<file path="src/uoe_pkg.sv">
// constants for the out endpoint and energy control block
`default_nettype none
package uoe_pkg;
  // indirect endpoint register indices
  localparam logic [7:0] OUT_CTL_LO_ADDR  = 8'h14;
  localparam logic [7:0] OUT_CTL_HI_ADDR  = 8'h15;
  localparam logic [7:0] OUT_CNT_LO_ADDR  = 8'h16;
  localparam logic [7:0] OUT_CNT_HI_ADDR  = 8'h17;
  localparam logic [7:0] IN_CTL_HI_ADDR   = 8'h12;
  // paged configuration register offsets
  localparam logic [7:0] ENERGY_CTL_ADDR  = 8'hB2;
  localparam logic [7:0] USB_CFG_ADDR     = 8'hB5;
  // control low bit positions
  localparam int CLR_TOG_BIT   = 7;
  localparam int STALL_SENT_BIT = 6;
  localparam int SEND_STALL_BIT = 5;
  localparam int FLUSH_BIT     = 4;
  localparam int DATA_ERR_BIT  = 3;
  localparam int OVERRUN_BIT   = 2;
  localparam int FIFO_FULL_BIT = 1;
  localparam int PKT_RDY_BIT   = 0;
  // control high and configuration bit positions
  localparam int DBL_BUF_BIT   = 7;
  localparam int ISO_BIT       = 6;
  localparam int FORCE_TOG_BIT = 3;
  localparam int SENSE_EN_BIT  = 7;
  localparam int SENSE_IE_BIT  = 6;
  localparam int SENSE_EV_BIT  = 5;
  localparam int LE_STAT_BIT   = 7;
  localparam int XCVR_MODE_BIT = 6;
  // reset values
  localparam logic [2:0] CLK_SEL_RESET = 3'h7;
  localparam logic [7:0] CFG_RESET     = 8'h07;
  localparam logic [7:0] ZERO_BYTE     = 8'h00;
  // clock select encodings
  localparam logic [2:0] CLK_FAST      = 3'h0;
  localparam logic [2:0] CLK_FAST_DIV8 = 3'h1;
  localparam logic [2:0] CLK_EXT_DIV1  = 3'h2;
  localparam logic [2:0] CLK_EXT_DIV2  = 3'h3;
  localparam logic [2:0] CLK_EXT_DIV3  = 3'h4;
  // link handshake codes from the serial engine
  typedef enum logic [1:0] {
    UOE_HS_NONE  = 2'h0,
    UOE_HS_ACK   = 2'h1,
    UOE_HS_NAK   = 2'h3,
    UOE_HS_STALL = 2'h2
  } uoe_hs_t;
endpackage : uoe_pkg
`default_nettype wire

</file>
<file path="src/uoe_endpoint.sv">
// out endpoint status, configuration and low energy control
//
// Notes on behaviour
// IN toggle flips only after an ACK when force-toggle is 0, after every send when 1.
// send-stall answers packets with STALL and sets stall-sent, except in isochronous mode.
// data-error flag is set on a crc or stuffing error only in isochronous mode.
// overrun flag sets when a packet is lost to a full fifo and holds until cleared.
// double-buffer enable, bit 7 of control high, resets 0 and sets fifo depth.
// isochronous bit, bit 6 of control high, selects isochronous against bulk.
// 10-bit received count is split low 8 and high 2 bits, valid while packet ready.
// sense enable routes the bus-power pin to sensing, otherwise it stays general use.
// bus-power interrupt needs its enable and the main usb enable.
// event flag sets on every change of the sensed bus-power level.
// 3-bit clock select resets to 7 and picks fast, fast/8, external /1 /2 /3.
// low energy status bit 7 reads 1 while in low energy mode.
// transceiver mode 0 lowers transceiver power in low energy mode, 1 leaves it.
// firmware should keep the 2-bit low energy clock field at 00.
// writing 1 to clear-toggle resets the out toggle to DATA0.
// writing 1 to flush drops the next packet, clears packet ready unless a second packet is held, then self clears.
`default_nettype none
module uoe_endpoint
  import uoe_pkg::*;
#(
  parameter int CNT_W = 10
)(
  // clock and reset
  input  wire logic             CORE_CLK,
  input  wire logic             RST_B,
  // register port: indirect endpoint and paged config
  input  wire logic             REG_WR,
  input  wire logic             REG_RD,
  input  wire logic [7:0]       REG_ADDR,
  input  wire logic [7:0]       REG_WDATA,
  output logic      [7:0]       REG_RDATA,
  // received packets from the serial engine
  input  wire logic             RX_VALID,
  output logic                  RX_READY,
  input  wire logic [CNT_W-1:0] RX_COUNT,
  input  wire logic             RX_BAD,
  // firmware unloads packets
  output logic                  PKT_VALID,
  input  wire logic             PKT_READY,
  output logic      [CNT_W-1:0] PKT_COUNT,
  // handshake results
  output logic                  STALL_ANSWER,
  input  wire logic             IN_SENT,
  input  wire logic [1:0]       IN_HS,
  output logic                  IN_TOGGLE,
  output logic                  OUT_TOGGLE,
  input  wire logic             OUT_GOOD,
  // bus power and energy
  input  wire logic             BUS_POWER_PIN,
  input  wire logic             MAIN_IRQ_EN,
  input  wire logic             LOW_ENERGY_ACT,
  output logic                  BUS_POWER_IRQ,
  output logic                  GPIO_FREE,
  output logic                  XCVR_LOW_POWER,
  output logic      [2:0]       CLK_SELECT,
  output logic      [1:0]       LE_CLK_CTL
);

  // software-visible and internal state
  logic [7:0] cfg_reg, cfg_next;
  logic [7:0] aec_reg, aec_next;
  logic       dbl_reg, iso_reg, ftog_reg, stall_req_reg;
  logic       stall_sent_reg, derr_reg, ovr_reg, flush_reg;
  logic       in_tog_reg, out_tog_reg, pin_last_reg, irq_reg;
  logic       stall_out_reg;

  // two-entry packet buffer
  logic [CNT_W-1:0] buf_mem [2];
  logic             wptr_reg, rptr_reg;
  logic [1:0]       fill_reg;

  wire wr_lo  = REG_WR && (REG_ADDR == OUT_CTL_LO_ADDR);
  wire wr_hi  = REG_WR && (REG_ADDR == OUT_CTL_HI_ADDR);
  wire wr_inh = REG_WR && (REG_ADDR == IN_CTL_HI_ADDR);
  wire wr_cfg = REG_WR && (REG_ADDR == USB_CFG_ADDR);
  wire wr_aec = REG_WR && (REG_ADDR == ENERGY_CTL_ADDR);

  // depth one or two by double buffering
  wire [1:0] depth    = dbl_reg ? 2'h2 : 2'h1;
  wire       fifo_ful = (fill_reg >= depth);
  wire       pkt_rdy  = (fill_reg != 2'h0);
  // stall ignored on isochronous
  wire       stalling = stall_req_reg && !iso_reg;
  wire       rx_take  = RX_VALID && !stalling && !(iso_reg && RX_BAD);
  wire       rx_push  = rx_take && !fifo_ful;
  wire       pop      = pkt_rdy && (PKT_READY || flush_reg);
  // lost packet on full fifo
  wire       lost     = rx_take && fifo_ful;
  // sensed level only while enabled
  wire       sensed   = cfg_reg[SENSE_EN_BIT] & BUS_POWER_PIN;
  // edge of the sensed level
  wire       pin_edge = (sensed != pin_last_reg);
  wire [CNT_W-1:0] head = buf_mem[rptr_reg];
  // count split into two registers
  wire [7:0] cnt_lo = pkt_rdy ? head[7:0] : ZERO_BYTE;
  wire [7:0] cnt_hi = pkt_rdy ? {6'h00, head[CNT_W-1:8]} : ZERO_BYTE;

  // config next value, event set wins over write clear
  always_comb
  begin
    cfg_next = cfg_reg;
    if (wr_cfg)
    begin
      cfg_next = {REG_WDATA[7:5], 2'h0, REG_WDATA[2:0]};
      cfg_next[SENSE_EV_BIT] = REG_WDATA[SENSE_EV_BIT] & cfg_reg[SENSE_EV_BIT];
    end
    if (pin_edge)
      cfg_next[SENSE_EV_BIT] = 1'b1;
  end

  // status tracks low energy; clock field kept as written
  always_comb
  begin
    aec_next = aec_reg;
    if (wr_aec)
      aec_next = {1'b0, REG_WDATA[6:4], 2'h0, REG_WDATA[1:0]};
    aec_next[LE_STAT_BIT] = LOW_ENERGY_ACT;
  end

  // read mux
  always_comb
  begin
    case (REG_ADDR)
      OUT_CTL_LO_ADDR: REG_RDATA = {1'b0, stall_sent_reg, stall_req_reg, flush_reg,
                                    derr_reg, ovr_reg, fifo_ful, pkt_rdy};
      OUT_CTL_HI_ADDR: REG_RDATA = {dbl_reg, iso_reg, 6'h00};
      OUT_CNT_LO_ADDR: REG_RDATA = cnt_lo;
      OUT_CNT_HI_ADDR: REG_RDATA = cnt_hi;
      IN_CTL_HI_ADDR:  REG_RDATA = {4'h0, ftog_reg, 3'h0};
      USB_CFG_ADDR:    REG_RDATA = cfg_reg;
      ENERGY_CTL_ADDR: REG_RDATA = aec_reg;
      default:         REG_RDATA = ZERO_BYTE;
    endcase
  end

  // configuration registers
  always_ff @(posedge CORE_CLK)
  begin
    if (!RST_B)
    begin
      cfg_reg <= CFG_RESET;
      aec_reg <= ZERO_BYTE;
    end
    else
    begin
      cfg_reg <= cfg_next;
      aec_reg <= aec_next;
    end
  end

  // endpoint control bits
  always_ff @(posedge CORE_CLK)
  begin
    if (!RST_B)
    begin
      dbl_reg       <= 1'b0;
      iso_reg       <= 1'b0;
      ftog_reg      <= 1'b0;
      stall_req_reg <= 1'b0;
      flush_reg     <= 1'b0;
    end
    else
    begin
      // isochronous select bit
      if (wr_hi)
      begin
        dbl_reg <= REG_WDATA[DBL_BUF_BIT];
        iso_reg <= REG_WDATA[ISO_BIT];
      end
      if (wr_inh)
        ftog_reg <= REG_WDATA[FORCE_TOG_BIT];
      if (wr_lo)
        stall_req_reg <= REG_WDATA[SEND_STALL_BIT];
      // flush self clears after one pop
      if (wr_lo && REG_WDATA[FLUSH_BIT])
        flush_reg <= 1'b1;
      else if (pop || !pkt_rdy)
        flush_reg <= 1'b0;
    end
  end

  // sticky flags: hardware set beats firmware clear
  always_ff @(posedge CORE_CLK)
  begin
    if (!RST_B)
    begin
      stall_sent_reg <= 1'b0;
      derr_reg       <= 1'b0;
      ovr_reg        <= 1'b0;
    end
    else
    begin
      // stall sent flag
      if (RX_VALID && stalling)
        stall_sent_reg <= 1'b1;
      else if (wr_lo && !REG_WDATA[STALL_SENT_BIT])
        stall_sent_reg <= 1'b0;
      // iso data error
      if (RX_VALID && iso_reg && RX_BAD)
        derr_reg <= 1'b1;
      else if (pop)
        derr_reg <= 1'b0;
      // overrun held until cleared
      if (lost)
        ovr_reg <= 1'b1;
      else if (wr_lo && !REG_WDATA[OVERRUN_BIT])
        ovr_reg <= 1'b0;
    end
  end

  // packet buffer
  always_ff @(posedge CORE_CLK)
  begin
    if (!RST_B)
    begin
      wptr_reg <= 1'b0;
      rptr_reg <= 1'b0;
      fill_reg <= 2'h0;
    end
    else
    begin
      if (rx_push)
        wptr_reg <= ~wptr_reg;
      if (pop)
        rptr_reg <= ~rptr_reg;
      fill_reg <= fill_reg + {1'b0, rx_push} - {1'b0, pop};
    end
  end

  // buffer storage
  always_ff @(posedge CORE_CLK)
  begin
    if (rx_push)
      buf_mem[wptr_reg] <= RX_COUNT;
  end

  // toggles, sensing and outputs
  always_ff @(posedge CORE_CLK)
  begin
    if (!RST_B)
    begin
      in_tog_reg    <= 1'b0;
      out_tog_reg   <= 1'b0;
      pin_last_reg  <= 1'b0;
      irq_reg       <= 1'b0;
      stall_out_reg <= 1'b0;
    end
    else
    begin
      // force toggle selection
      if (IN_SENT && (ftog_reg || IN_HS == UOE_HS_ACK))
        in_tog_reg <= ~in_tog_reg;
      // clear toggle wins over good packet
      if (wr_lo && REG_WDATA[CLR_TOG_BIT])
        out_tog_reg <= 1'b0;
      else if (OUT_GOOD)
        out_tog_reg <= ~out_tog_reg;
      pin_last_reg  <= sensed;
      // both enables required
      irq_reg       <= cfg_reg[SENSE_EV_BIT] && cfg_reg[SENSE_IE_BIT] && MAIN_IRQ_EN;
      stall_out_reg <= RX_VALID && stalling;
    end
  end

  // output drive; ready and valid lines stay combinational so flow needs no extra cycle
  assign RX_READY       = !fifo_ful || stalling;
  assign PKT_VALID      = pkt_rdy && !flush_reg;
  assign PKT_COUNT      = head;
  assign STALL_ANSWER   = stall_out_reg;
  assign IN_TOGGLE      = in_tog_reg;
  assign OUT_TOGGLE     = out_tog_reg;
  assign BUS_POWER_IRQ  = irq_reg;
  // pin free when sensing is off
  assign GPIO_FREE      = !cfg_reg[SENSE_EN_BIT];
  // transceiver power
  assign XCVR_LOW_POWER = aec_reg[LE_STAT_BIT] && !aec_reg[XCVR_MODE_BIT];
  // clock select field
  assign CLK_SELECT     = cfg_reg[2:0];
  assign LE_CLK_CTL     = aec_reg[5:4];
endmodule : uoe_endpoint
`default_nettype wire

</file>
<file path="config.mk">
export PLATFORM = sky130hd
export DESIGN_NAME = uoe_endpoint
export DESIGN_NICKNAME = d
export VERILOG_FILES = /design/src/uoe_pkg.sv /design/src/uoe_endpoint.sv
export SDC_FILE = /design/constraint.sdc
export NUM_CORES = 1
export LEC_CHECK = 0
export BUFFER_PORTS_ARGS = -buffer_cell sky130_fd_sc_hd__buf_2
export CAP_MARGIN = 20
export CORE_ASPECT_RATIO = 1.75
export CORE_UTILIZATION = 50
export CTS_CLUSTER_SIZE = 20
export DETAILED_ROUTE_END_ITERATION = 10
export PLACE_DENSITY = 0.81
export SYNTH_ARGS = -nofsm -noshare
export SYNTH_HDL_FRONTEND = slang
export SYNTH_SLANG_ARGS = --single-unit
</file>
<file path="constraint.sdc">
create_clock -name CORE_CLK -period 4.9 [get_ports CORE_CLK]
set_clock_uncertainty 0.1 [all_clocks]
set_input_delay 0.245 -clock CORE_CLK [delete_from_list [all_inputs] [get_ports CORE_CLK]]
set_output_delay 0.245 -clock CORE_CLK [all_outputs]
set_load 0.02 [all_outputs]
</file>
==> impl_results.md <==
* Simple-Gate Fraction of Synth Area at around a fifth
* Fin cells at ~330
* Final HPWL DP at roughly 4000 µm
* Vias in the first global route at 1740
* Syn. warnings at 0
* Fin Setup TNS at 0 ps
* TritonCTS clock tree: yes
* Vias/cell at between 5 and 6
* Detailed Route WL at between 5000 and 6000 µm
* Largest register FFs at 20
* # diodes at 0
* Arr. time, crit path at between 2000 and 3000 ps
* Initial antenna violation count at 0
* Leakage power at approximately 1.2 nW
* Final setup vio count at 0
* Die Y at around 92 µm
* Pre-Repair DR Iteration Count at 5
* Yosys cell types at 45
* Syn_area_per_cell at between 10 and 15 µm²
* Syn Inst Count at ~210
* Reg clk slew, reported paths at 80 ps
* Max cap viols at 0
* Worst slack, placed at ~2100 ps
* Setup crit start kind: flop
* Mux share of post-synthesis cell area at 7.907%
* Max VDD drop at a little under 0.3 mV
* Core Util, Final at a little over three fifths
* CTS sink count at 50
* Pwr Density at 426.9 mW/mm²
* Placer Congestion at between 0.8 and 0.9
* Commonest non-fill, non-tap cell in the layout: buf_2
* Synthesis-stage register bit count at 50
* Syn nets at 257
* Fillers at between 300 and 400
* GRT Residual Overflow at 0
* Worst EP required at roughly 4700 ps
* Syn Std Cell Area at 0.002326 mm²
* Type of the worst min-delay path: in2reg
* Critical path fanouts, max at 11
* Fin crit share at 55.44%
* Setup Fix Bufs, Post-CTS at 0
* Nature of the critical path endpoint: flop
* Post-synthesis sequential area ratio at between 50% and 60%
* Main combinational cell family by area after synthesis: simple AND/OR/NAND/NOR gates
* Iteration-0 DRC Markers at 32
* Die width at between 50 and 60 µm
* Worst-Margin Slew at between 900 and 1000 ps
* Leading cell types in the layout, fill and taps excluded: buf_2 (69), dfxtp_1 (30), edfxtp_1 (20), nand2_1 (19), nand3_1 (12)
* Layout cell share with drive strength beyond 1 at between 30% and 40%
* Starting Density at about 52%
* Kind of critical path: reg2reg
* H-tree levels at 2
* Buffer depth of the longest clock path at 2
* Vias at between 1500 and 2000
* Unrepaired setup endpoints after global routing: false
* Placed cell count at 320
* # resized after CTS at 0
* Hold slack at between 20 and 25 ps
* Hold_buf cts at 0
* Nets@finish at between 300 and 400
* Compound-Gate Fraction of Synth Area at 12.48%
* Largest net degree at the start of global routing at 37
* Input/output buffers at between 60 and 70
* Adder-cell share of the synthesized area at about 1.6%
* Die area at between 0.004 and 0.005 mm²
* WL per Instance at approximately 15 µm
* Min setup slack post-route at 2184 ps
* Final Hold Fails at 0
* Area growth, synth to finish at 19.26%
* DRC errors left at 0
* Clock root buffer: clkbuf_8
* Xor/xnor share of the synthesized area at ~2.3%
* Num ports at 71
* Gr usage total at 22.15%
* Rel. slew slack at a little over a third
* FMAX at approximately 0.37 GHz
* Number of CTS-inserted buffers at 5
* Later-pin clock latency in the skew report at approximately 300 ps
* Status: finished clean
* Fin. max-slew vios at 0
* First-pass GRT wire length at approximately 7800 µm
* Row count at 32
* Core ar. at about 0.0044 mm²
* Routed Antenna Nets at 0
* Final min period at between 2000 and 3000 ps
[Yosys cell counts, drive strengths merged]
library cell | number | share of area, %
nand3 | 12 | 2.6
mux2i | 6 | 2.6
nand4b | 2 | 0.75
a221o | 5 | 2.2
a31o | 2 | 0.75
nand2b | 4 | 1.1
nor4 | 1 | 0.91
dfxtp | 30 | 26
nand2 | 19 | 3.1
o22ai | 1 | 0.27
a32oi | 1 | 0.38
a21boi | 2 | 0.65
nor3b | 1 | 0.32
mux2 | 11 | 5.3
o32ai | 1 | 0.38
o21a | 1 | 0.32
and4 | 1 | 0.38
xor2 | 2 | 0.75
o211ai | 2 | 0.65
nor4b | 3 | 1.4
inv | 6 | 0.97
or4b | 1 | 0.59
or3 | 2 | 0.54
nand3b | 2 | 0.65
a21oi | 1 | 0.21
and4b | 1 | 0.48
a31oi | 2 | 0.54
nor4bb | 1 | 0.43
a2111oi | 1 | 1.2
clkbuf | 9 | 1.5
xnor2 | 4 | 1.5
a2bb2oi | 1 | 0.38
and3 | 6 | 1.6
nor2 | 10 | 1.6
a22oi | 4 | 1.3
o31ai | 2 | 0.65
ha | 3 | 1.6
buf | 6 | 1.8
nor2b | 5 | 1.3
edfxtp | 20 | 26
a21o | 1 | 0.32
and2 | 8 | 2.2
o21ai | 11 | 2.4
[cells by family after synthesis]
logic type,count (synthesis)
AOI/OAI and AO/OA,38
xor gates and xnor gates,6
adders and majority gates,3
buffers and inverters,21
DFF,50
muxes,17
and+or+nand+nor,79
[worst paths after layout]
kind         cells after the start            end  slack (ps)         start
min                              2     OUT_TOGGLE          20  REG_WDATA[7]
max reg2reg                      5  buf_mem[0][7]        2180   fill_reg[0]
max                              5  buf_mem[0][7]        2180   fill_reg[0]
min reg2reg                      2     aec_reg[0]         380    aec_reg[0]
[layout make-up]
class | instances | area, µm² | area share [%]
Clock buffer | 6 | 72.57 | 2.616
Multi-Input combinational cell | 143 | 1027 | 37.03
Inverter | 6 | 22.52 | 0.8119
Sequential cell | 50 | 1201 | 43.30
Tap cell | 51 | 63.81 | 2.300
Timing Repair Buffer | 70 | 352.8 | 12.72
Clock inverter | 2 | 33.78 | 1.218
[layer usage]
layer | track usage, % | part of all wire [%] | up-vias
li1 | - | - | 902
met1 | 23.06 | 38 | 830
met2 | 39.06 | 55 | 48
met3 | 4.643 | 4.1 | 10
met4 | 11.62 | 2.7 | 0
met5 | 0 | 0 | -
[worst max-delay path, cell delays in order (launching register included)]
cell and delay, ps:
dfxtp_1 390, inv_1 70, ha_1 260, nand2b_1 190, a2111oi_4 510, nor2b_1 830
[per-stage QoR]
stage,total power [mW],instance area [µm²]
2_1_floorplan,0.7942,2326
3_3_place_gp,0.9026,2668
3_5_place_dp,0.9158,2668
4_1_cts,1.190,2774
5_1_grt,1.236,2774
6_report,1.184,2774
[where the power goes]
group | switching, mW | internal (mW)
combinational | 0.224 | 0.149
sequential | 0.0334 | 0.500
clock | 0.128 | 0.151
Note: power is estimated with default switching activity, not from simulation.
